[config.mk]
export PLATFORM = sky130hd
export DESIGN_NAME = nonblocking_stream_fifo
export DESIGN_NICKNAME = d
export VERILOG_FILES = /design/src/nonblocking_stream_fifo.v /design/src/stream_skid_buffer.v
export VERILOG_INCLUDE_DIRS = /design/src
export SDC_FILE = /design/constraint.sdc
export NUM_CORES = 1
export LEC_CHECK = 0
export CAP_MARGIN = 20
export CORE_MARGIN = 4
export CORE_UTILIZATION = 45
export CTS_BUF_LIST = sky130_fd_sc_hd__clkbuf_4
export DETAILED_ROUTE_END_ITERATION = 7
export DONT_BUFFER_PORTS = 1
export SYNTH_ARGS = -nofsm -noshare
export SYNTH_HDL_FRONTEND = slang
export SYNTH_SLANG_ARGS = --single-unit
[constraint.sdc]
create_clock -name core_clk -period 6.8 [get_ports core_clk]
set_clock_uncertainty 0.2 [all_clocks]
set_input_delay 0.68 -clock core_clk [delete_from_list [all_inputs] [get_ports core_clk]]
set_output_delay 0.68 -clock core_clk [all_outputs]
set_load 0.01 [all_outputs]
[src/stream_fifo_defines.vh]
// Constants for the nonblocking stream FIFO channel.
// Assumes inclusion by bare name from the design files.
`ifndef STREAM_FIFO_DEFINES_VH
`define STREAM_FIFO_DEFINES_VH

// ----------------------------------------------------------------
// Geometry
// ----------------------------------------------------------------
`define SF_DATA_WIDTH   32
`define SF_DEPTH        2
`define SF_PTR_WIDTH    1
`define SF_CNT_WIDTH    2
`define SF_SKID_ENTRIES 2

// ----------------------------------------------------------------
// Reset values
// ----------------------------------------------------------------
`define SF_PTR_RESET    1'b0
`define SF_CNT_RESET    2'h0

// ----------------------------------------------------------------
// Port protocol modes
// ----------------------------------------------------------------
`define SF_PROTO_PLAIN  2'h0
`define SF_PROTO_HS     2'h1
`define SF_PROTO_AXIS   2'h2

`endif

[src/nonblocking_stream_fifo.v]
// Stream channel FIFO with try-push/try-pop and blocking access.
// Assumes one producer and one consumer on core_clk, srst shared.
`timescale 1ns/1ps
`include "stream_fifo_defines.vh"

module nonblocking_stream_fifo #(
  parameter DEPTH = `SF_DEPTH,
  parameter PTR_W = `SF_PTR_WIDTH,
  parameter CNT_W = `SF_CNT_WIDTH
) (
  // Clock and reset
  input  wire                        core_clk,
  input  wire                        srst,
  // Channel configuration
  input  wire [1:0]                  port_protocol,
  // Producer side
  input  wire                        try_push,
  input  wire                        push_req,
  input  wire [`SF_DATA_WIDTH-1:0]   push_data,
  output wire                        push_ok,
  output wire                        push_wait,
  // Consumer side, request
  input  wire                        try_pop,
  input  wire                        pop_req,
  output wire                        pop_ok,
  output wire                        pop_wait,
  // Consumer side, delivered data
  output wire                        rd_valid,
  input  wire                        rd_ready,
  output wire [`SF_DATA_WIDTH-1:0]   rd_data,
  // Status
  output wire                        full,
  output wire                        empty,
  output wire [CNT_W-1:0]            level
);

  // ----------------------------------------------------------------
  // Usage notes
  // ----------------------------------------------------------------
  // Try accesses answer in their own cycle, never stall
  // Refused access leaves storage, pointers and count alone
  // Blocking requests held high until their ok pulses
  // Pop also waits while the output buffer holds two words
  // Raising DEPTH needs PTR_W and CNT_W raised to match

  // ----------------------------------------------------------------
  // Storage and pointers
  // ----------------------------------------------------------------
  reg  [`SF_DATA_WIDTH-1:0] mem [0:DEPTH-1];
  reg  [PTR_W-1:0]          wr_ptr;
  reg  [PTR_W-1:0]          rd_ptr;
  reg  [CNT_W-1:0]          count;

  wire                      nb_allowed;
  wire                      push_any;
  wire                      pop_any;
  wire                      do_push;
  wire                      do_pop;
  wire                      buf_ready;
  wire [`SF_DATA_WIDTH-1:0] head_word;
  reg  [PTR_W-1:0]          next_wr_ptr;
  reg  [PTR_W-1:0]          next_rd_ptr;
  reg  [CNT_W-1:0]          next_count;

  // Pointer advance with wrap at depth
  function [PTR_W-1:0] ptr_next;
    input [PTR_W-1:0] p;
    begin
      if (p == DEPTH - 1)
        ptr_next = {PTR_W{1'b0}};
      else
        ptr_next = p + {{(PTR_W-1){1'b0}}, 1'b1};
    end
  endfunction

  // Request present: blocking always, try only when offered
  function req_seen;
    input blocking;
    input attempt;
    input offered;
    begin
      req_seen = blocking || (attempt && offered);
    end
  endfunction

  // Occupancy one step up, full gates it
  function [CNT_W-1:0] cnt_up;
    input [CNT_W-1:0] c;
    begin
      cnt_up = c + {{(CNT_W-1){1'b0}}, 1'b1};
    end
  endfunction

  // Occupancy one step down, empty gates it
  function [CNT_W-1:0] cnt_down;
    input [CNT_W-1:0] c;
    begin
      cnt_down = c - {{(CNT_W-1){1'b0}}, 1'b1};
    end
  endfunction

  // ----------------------------------------------------------------
  // Status flags
  // ----------------------------------------------------------------
  // full at depth
  assign full  = (count == DEPTH[CNT_W-1:0]);
  assign empty = (count == `SF_CNT_RESET);
  assign level = count;

  // ----------------------------------------------------------------
  // Access decode
  // ----------------------------------------------------------------
  // protocol gate
  assign nb_allowed = (port_protocol == `SF_PROTO_PLAIN);
  assign push_any   = req_seen(push_req, try_push, nb_allowed);
  assign pop_any    = req_seen(pop_req, try_pop, nb_allowed);

  assign do_push = push_any && !full;
  assign do_pop  = pop_any && !empty && buf_ready;

  assign push_ok = do_push;
  assign pop_ok  = do_pop;

  assign push_wait = push_req && !do_push;
  assign pop_wait  = pop_req && !do_pop;

  assign head_word = mem[rd_ptr];

  // ----------------------------------------------------------------
  // Next-state logic
  // ----------------------------------------------------------------
  // ordered pointers
  // Write pointer moves only on an accepted push
  always @* begin
    next_wr_ptr = wr_ptr;
    if (do_push)
      next_wr_ptr = ptr_next(wr_ptr);
  end

  // Read pointer moves only on an accepted pop
  always @* begin
    next_rd_ptr = rd_ptr;
    if (do_pop)
      next_rd_ptr = ptr_next(rd_ptr);
  end

  // Occupancy follows accepted accesses; a pair cancels out
  always @* begin
    case ({do_push, do_pop})
      2'b10:   next_count = cnt_up(count);
      2'b01:   next_count = cnt_down(count);
      default: next_count = count;
    endcase
  end

  // ----------------------------------------------------------------
  // State registers
  // ----------------------------------------------------------------
  // Pointers, cleared together so storage reads empty
  always @(posedge core_clk) begin
    if (srst) begin
      wr_ptr <= {PTR_W{`SF_PTR_RESET}};
      rd_ptr <= {PTR_W{`SF_PTR_RESET}};
    end else begin
      wr_ptr <= next_wr_ptr;
      rd_ptr <= next_rd_ptr;
    end
  end

  // Occupancy behind full, empty and level
  always @(posedge core_clk) begin
    if (srst) begin
      count <= `SF_CNT_RESET;
    end else begin
      count <= next_count;
    end
  end

  // ----------------------------------------------------------------
  // Storage write
  // ----------------------------------------------------------------
  // Word storage, no reset: count guards every read
  always @(posedge core_clk) begin
    if (do_push) begin
      mem[wr_ptr] <= push_data;
    end
  end

  // ----------------------------------------------------------------
  // Output buffer toward consumer
  // ----------------------------------------------------------------
  stream_skid_buffer u_out_buf (
    .core_clk  (core_clk),
    .srst      (srst),
    .in_valid  (do_pop),
    .in_ready  (buf_ready),
    .in_data   (head_word),
    .out_valid (rd_valid),
    .out_ready (rd_ready),
    .out_data  (rd_data)
  );

endmodule // nonblocking_stream_fifo

[src/stream_skid_buffer.v]
// Two-entry buffer with valid and ready on both sides.
// Assumes one clock and a synchronous active-high reset.
`timescale 1ns/1ps
`include "stream_fifo_defines.vh"

module stream_skid_buffer (
  // Clock and reset
  input  wire                        core_clk,
  input  wire                        srst,
  // Filling side
  input  wire                        in_valid,
  output wire                        in_ready,
  input  wire [`SF_DATA_WIDTH-1:0]   in_data,
  // Draining side
  output wire                        out_valid,
  input  wire                        out_ready,
  output wire [`SF_DATA_WIDTH-1:0]   out_data
);

  reg  [`SF_DATA_WIDTH-1:0] slot0;
  reg  [`SF_DATA_WIDTH-1:0] slot1;
  reg  [1:0]                fill;

  // ----------------------------------------------------------------
  // Handshakes
  // ----------------------------------------------------------------
  assign in_ready  = (fill != `SF_SKID_ENTRIES);
  assign out_valid = (fill != `SF_CNT_RESET);
  assign out_data  = slot0;

  // Shift register storage, head in slot0
  always @(posedge core_clk) begin
    if (srst) begin
      fill <= `SF_CNT_RESET;
    end else begin
      case ({in_valid && in_ready, out_valid && out_ready})
        2'b10: fill <= fill + 2'h1;
        2'b01: fill <= fill - 2'h1;
        default: fill <= fill;
      endcase
    end
  end

  // Data movement, no reset needed on payload
  always @(posedge core_clk) begin
    if (out_valid && out_ready) begin
      slot0 <= (fill == `SF_SKID_ENTRIES) ? slot1 : in_data;
      if (in_valid && in_ready && fill == `SF_SKID_ENTRIES)
        slot1 <= in_data;
    end else if (in_valid && in_ready) begin
      if (fill == 2'h0)
        slot0 <= in_data;
      else
        slot1 <= in_data;
    end
  end

endmodule // stream_skid_buffer

==> qor.yml, run 1 <==
run_status:
  status: "complete, no violations"
global_routing:
  antenna_found_initial: 0
  grt_pass1_wl_mm: 11.7
  grt.busiest_layer: "met2"
  grt_use_met1_pct: 13.0
  grt_pass1_vias: 2113
  track_usage_pct: 12.3
  grt_max_degree: 33
  met2_usage_pct: 20.9
  gr-total-overflow: 0
  met3_usage_pct: 6.53
setup_path:
  slowest_stage: "dfxtp_1"
  cp-start-kind: "register"
  reg2reg_from: "level[0]"
  path_cells: "nor2b_2 > o21bai_2 > inv_2"
  worst_setup_path_end_kind: "output pin"
  startpoint: "level[1]"
  rrSetupSlack_ns: 4.47
  slowest_delay_ns: 0.52
  rr_endpoint: "mem[1][27]"
  crit_type: "reg2out"
  rr_worst_depth: 4
  required_ns: 5.92
  path_max_fanout: 7
  worstPathArrival_ns: 1.60
  cp-endpoint: "push_ok"
worst_hold_path:
  hold_start: "push_data[0]"
  min_path_type: "in2reg"
  hold_depth: 0
yosys:
  netlist_area_mm2: 0.00516
  synth_ff_type: "edfxtp_1"
  synth_area_per_cell_um2: 20.9
  synth-seq-cells: 135
  synthAdderAreaFrac_pct: 0.485
  synth_top_family_by_area: "multiplexers"
  synth-compound-area-share_pct: 1.14
  ys_seq_area_share_pct: 77.2
  synth-edff-count: 128
  syn_nets: 290
  synthCells: 247
  synthMuxAreaShare_pct: 16.9
  synthArstFlopShare_pct: 0
  synth-simple-area-share_pct: 2.30
  synth-xor-area-share_pct: 0.678
  ys_types: 25
  ys_warn_count: 0
die:
  io_pins: 82
  core_mm2: 0.0110
  initial_utilization_pct: 46.8
  dieHeight_um: 115
  die_x_um: 115
  placementRows: 38
  die_area_mm2: 0.0133
routing:
  ant_nets: 0
  routedWlPerCell_um: 18.6
  drt-pass1-iter-count: 3
  first_iter_violations: 94
  drt-vias-per-instance: 5.00
  drc: 0
  vias: 2111
  wirelength_mm: 7.85
final_layout:
  utilization_pct: 51.6
  layout_commonest_cell: "edfxtp_1"
  final_cells: 422
  num-nets-final: 312
  final_cell_mix: "edfxtp_1 (128), mux2_2 (36), mux2_4 (31)"
  drive_gt1_share_pct: 39.4
  fill_cells: 906
  area_growth_pct: 10.2
  num_antenna_cells: 0
timing:
  rsz0062_at_grt: "false"
  post-route-min-period_ns: 2.48
  finalCritPeriodShare_pct: 36.5
  finalHoldViolCount: 0
  setup_viol: 0
  fmax_ghz: 0.403
  maxSlewHeadroom_pct: 37.0
  slew_viol_final: 0
  tightest_slew_ns: 0.943
  setup_ws_ns: 4.32
  fin_setup_tns_ns: 0
cts:
  clock_latency_ns: 0.50
  clockRootBuffer: "clkbuf_4"
  clkTransAtPathRegs_ns: 0.13
  cts_made_buffers: 17
  cts_tree: "yes"
  clock_sinks: 135
  cts_buffer_depth: 2
  htree_levels: 4
place:
  placedCellCount: 382
  dp_worst_setup_slack_ns: 4.26
  portBuffers: 0
  dp_hpwl_mm: 4.70
  gp_congestion: 0.649
run:
  max_cap_violations: 0
pwr:
  vdd_drop_max_mv: 0.320
  total_power_mw: 2.37
  cellPowerDensity_mw_per_mm2: 416
  leakage_nw: 1.93
==> worst min path at each step <==
stage	to	slack [ns]
floorplan	u_out_buf.fill[1]	0.28
global placement	u_out_buf.fill[1]	0.30
detailed placement	u_out_buf.fill[1]	0.32
CTS	mem[0][23]	0.002
global route	mem[0][11]	0.001
finish	mem[0][0]	0.07
==> synthesized netlist by cell type, types with 2 or more instances <==
| cell type | n | area, um2 |
|---|---|---|
| nor2_1 | 7 | 26.3 |
| ha_1 | 2 | 25.0 |
| buf_2 | 3 | 15.0 |
| nor2b_1 | 2 | 12.5 |
| mux2_4 | 31 | 465 |
| and2_1 | 4 | 25.0 |
| a21oi_1 | 2 | 10.0 |
| buf_6 | 4 | 45.0 |
| o21ai_0 | 3 | 15.0 |
| dfxtp_1 | 7 | 140 |
| edfxtp_1 | 128 | 3840 |
| xor2_1 | 2 | 17.5 |
| nor3b_1 | 2 | 15.0 |
| xnor2_1 | 2 | 17.5 |
| or3_1 | 2 | 12.5 |
| mux2_2 | 36 | 405 |
| inv_2 | 2 | 7.51 |
==> logic make-up after synthesis <==
group	Yosys count
fa+ha+maj	2
mux	67
flops	135
xor+xnor	4
simple gates	21
compound gates	8
buf+inv	10
==> metrics by stage <==
| stage | cell area [um2] | hold slack (ns) |
|---|---|---|
| floorplan | 5160 | 0.278 |
| global placement | 5310 | 0.299 |
| detailed placement | 5310 | 0.316 |
| CTS | 5610 | 0.00155 |
| global route | 5690 | 0.00139 |
| finish | 5690 | 0.0680 |
==> registers in the layout (all words and copies together), names as in the netlist, named ones only <==
signal              flops
wr_ptr                  1
rd_ptr                  1
level                   2
mem                    64
u_out_buf.fill          2
u_out_buf.out_data     32
u_out_buf.slot1        32
==> worst max-delay path: cells and delay by family (launching register included) <==
| kind | cells | cell delay (ns) |
|---|---|---|
| AOI/OAI and AO/OA | 1 | 0.21 |
| buffers and inverters | 1 | 0.11 |
| DFF | 1 | 0.52 |
| and+or+nand+nor | 1 | 0.29 |
==> final cells by class <==
class                           instances  area [um2]  share of cell area (%)
Clock buffer                           17         128                    2.24
Clock inverter                         15         165                    2.90
Inverter                                3        11.3                   0.198
Multi-Input combinational cell        102        1120                    19.7
Sequential cell                       135        3990                    70.0
Tap cell                              140         175                    3.08
Timing Repair Buffer                   10         105                    1.85
==> power by group <==
part           internal (mW)  switching [mW]  total, mW
clock                  0.225           0.304      0.529
sequential              1.20           0.132       1.33
combinational          0.249           0.262      0.511
==> layer usage <==
layer	up-vias	wire length [um]
met1	1035	3010
met4	0	114
met2	53	4110
met5	-	0
met3	9	616
li1	1014	-
==> repair_timing <==
action | CTS | global route
endpoints found under the hold margin | 4 | 12
setup buffers | 0 | 0
gates resized for setup | 0 | 0
hold buffers | 1 | 6
(Power assumes the default switching activity.)
==> run 2, diff against run 1 <==
==> constraint.sdc (replaced) <==
create_clock -name core_clk -period 2.2 [get_ports core_clk]
set_clock_uncertainty 0.2 [all_clocks]
set_input_delay 0.22 -clock core_clk [delete_from_list [all_inputs] [get_ports core_clk]]
set_output_delay 0.22 -clock core_clk [all_outputs]
set_load 0.01 [all_outputs]
==> qor.yml, run 2 (synthesized netlist as in run 1, its figures left out) <==
final_layout:
  area_growth_pct: 18.7  # was 10.2%
  layout_commonest_cell: "edfxtp_1"  # unchanged
  final_cell_mix: "edfxtp_1 (128), mux2_2 (36), dlygate4sd3_1 (36)"  # was edfxtp_1 (128), mux2_2 (36), mux2_4 (31)
  final_cells: 456  # was 422
  design_area_mm2: 0.00613  # was 0.00569 mm2
  fill_cells: 867  # was 906
  drive_gt1_share_pct: 36.7  # was 39.4%
  num_antenna_cells: 0  # unchanged
  regMostFlops: "mem"  # unchanged
  largest_reg_flops: 64  # unchanged
  utilization_pct: 55.5  # was 51.6%
  num-nets-final: 346  # was 312
die:
  placementRows: 38  # unchanged
  io_pins: 82  # unchanged
  die_area_mm2: 0.0133  # unchanged
  die_x_um: 115  # unchanged
  initial_utilization_pct: 46.8  # unchanged
  dieHeight_um: 115  # unchanged
  core_mm2: 0.0110  # unchanged
cts:
  cts_made_buffers: 17  # unchanged
  cts_tree: "yes"  # unchanged
  clock_sinks: 135  # unchanged
  clkTransAtPathRegs_ns: 0.11  # was 0.13 ns
  clock_latency_ns: 0.52  # was 0.50 ns
  htree_levels: 4  # unchanged
  clockRootBuffer: "clkbuf_4"  # unchanged
  cts_resized: 0  # unchanged
  cts_buffer_depth: 2  # unchanged
global_routing:
  gr-total-overflow: 0  # unchanged
  grt_max_degree: 33  # unchanged
  grt_pass1_wl_mm: 12.4  # was 11.7 mm
  grt_pass1_vias: 2379  # was 2,113
  antenna_found_initial: 0  # unchanged
  track_usage_pct: 13.0  # was 12.3%
setup_path:
  path_cells: "nor2_1 > inv_1 > and2_1 > ha_1 > or3_1 > a21oi_1"  # was nor2b_2 > o21bai_2 > inv_2
  rr_endpoint: "u_out_buf.fill[1]"  # was mem[1][27]
  path_max_fanout: 5  # was 7
  slowest_delay_ns: 0.37  # was 0.52 ns
  crit_type: "reg2reg"  # was reg2out
  rr_worst_depth: 6  # was 4
  required_ns: 2.46  # was 5.92 ns
  worst_setup_path_end_kind: "register"  # was output pin
  worstPathArrival_ns: 2.35  # was 1.60 ns
  cp-start-kind: "register"  # unchanged
  slowest_stage: "dfxtp_1"  # unchanged
  reg2reg_from: "u_out_buf.fill[0]"  # was level[0]
  rrSetupSlack_ns: 0.11  # was 4.47 ns
  startpoint: "u_out_buf.fill[0]"  # was level[1]
  cp-endpoint: "u_out_buf.fill[1]"  # was push_ok
run_status:
  status: "complete, no violations"  # unchanged
pwr:
  clock_power_share_pct: 23.7  # was 22.3%
  leakage_nw: 2.11  # was 1.93 nW
  vdd_drop_max_mv: 0.788  # was 0.320 mV
  p_sw_mw: 2.18  # was 698 uW
  netSwitchingFraction_pct: 28.3  # was 29.5%
  comb_power_share_pct: 23.7  # was 21.6%
  cellPowerDensity_mw_per_mm2: 1260  # was 416 mW/mm2
  total_power_mw: 7.70  # was 2.37 mW
  p_seq_share_pct: 52.6  # was 56.1%
  intPower_mw: 5.52  # was 1.67 mW
timing:
  post-route-min-period_ns: 2.09
  slew_viol_final: 0  # unchanged
  setup_viol: 0  # unchanged
  fmax_ghz: 0.479
  tightest_slew_ns: 0.376  # was 0.943 ns
  maxSlewHeadroom_pct: 74.9  # was 37.0%
  finalCritPeriodShare_pct: 94.9
  finalHoldViolCount: 0  # unchanged
  rsz0062_at_grt: "false"  # unchanged
place:
  dp_hpwl_mm: 4.50  # was 4.70 mm
  gp_congestion: 0.706  # was 0.649
  portBuffers: 0  # unchanged
  placedCellCount: 388  # was 382
  postPlaceCellArea_mm2: 0.00544  # was 0.00531 mm2
routing:
  drt-vias-per-instance: 5.00  # about the same
  vias: 2278  # was 2,111
  wirelength_mm: 7.88  # was 7.85 mm
  ant_nets: 0  # unchanged
  routedWlPerCell_um: 17.3  # was 18.6 um
  drc: 0  # unchanged
  drt-pass1-iter-count: 6  # was 3
  first_iter_violations: 84  # was 94
worst_hold_path:
  min_path_type: "in2reg"  # unchanged
run:
  max_cap_violations: 0  # unchanged
[run 2: changes by cell type in the layout (fill, tap and decap cells not counted), sizes merged]
cell / previous run / this run
buf: 3 / 8
bufinv: 2 / 4
dlygate4sd3: 7 / 36
inv: 8 / 5
clkinvlp: 3 / 4
[run 2: timing repair]
| item | 4_1_cts | 5_1_grt |
|---|---|---|
| setup endpoints to repair | 0 | 0 |
| endpoints found under the hold margin | 103 | 0 |
| setup buffers | 0 | 0 |
| hold buffers | 36 | 0 |
[run 2: how the worst min path moves through the flow]
stage / slack, ns / cells past startpoint / endpoint / from
2_1_floorplan: 0.09 / 1 / level[1] / srst
3_3_place_gp: 0.09 / 1 / level[1] / srst
3_5_place_dp: 0.09 / 1 / level[1] / srst
4_1_cts: 0.002 / 4 / wr_ptr / port_protocol[0]
5_1_grt: 0.03 / 4 / wr_ptr / port_protocol[0]
6_report: 0.07 / 4 / wr_ptr / port_protocol[0]
[run 2: critical path: cells and delay by family, from the launching register on]
family                   cells  cell delay [ns]
buffers and inverters        1             0.15
adder cells (fa/ha/maj)      1             0.33
AO/OA/AOI/OAI                1             0.14
flip-flops                   1             0.37
AND/OR/NAND/NOR              3             0.82
[run 2: final cells by class]
cell class | count | area (um2) | share of cell area [%]
Clock inverter | 15 | 203 | 3.31
Inverter | 3 | 11.3 | 0.184
Clock buffer | 17 | 128 | 2.08
Multi-Input combinational cell | 102 | 1130 | 18.4
Sequential cell | 135 | 3990 | 65.0
Tap cell | 140 | 175 | 2.86
Timing Repair Buffer | 44 | 495 | 8.09
[run 2: routing by layer]
metal | routed length, um | track usage (%) | part of all wire [%] | up-vias
met5 | 0 | 0 | 0 | -
met4 | 191 | 7.28 | 2.4 | 0
met3 | 479 | 5.95 | 6.1 | 16
met2 | 4120 | 21.7 | 52 | 58
met1 | 3090 | 13.6 | 39 | 1122
li1 | - | - | - | 1082
[run 2: power groups by stage]
| stage | Combinational [mW] | Sequential, mW | Clock, mW |
|---|---|---|---|
| 5_1_grt | 1.99 | 4.11 | 2.03 |
| 6_report | 1.83 | 4.05 | 1.82 |
| 3_3_place_gp | 1.77 | 4.11 | 0 |
| 4_1_cts | 1.88 | 4.07 | 1.89 |
| 3_5_place_dp | 1.80 | 4.13 | 0 |
| 2_1_floorplan | 1.37 | 4.04 | 0 |
[run 2: per-stage QoR]
stage | setup slack [ns] | setup TNS [ns] | hold WS [ns]
final | 0.112 | 0 | 0.0698
after floorplan | -0.0801 | -2.56 | 0.0891
after global routing | 0.0144 | 0 | 0.0349
after detailed placement | 0.137 | 0 | 0.0922
after CTS | 0.0956 | 0 | 0.00159
after global placement | 0.234 | 0 | 0.0904
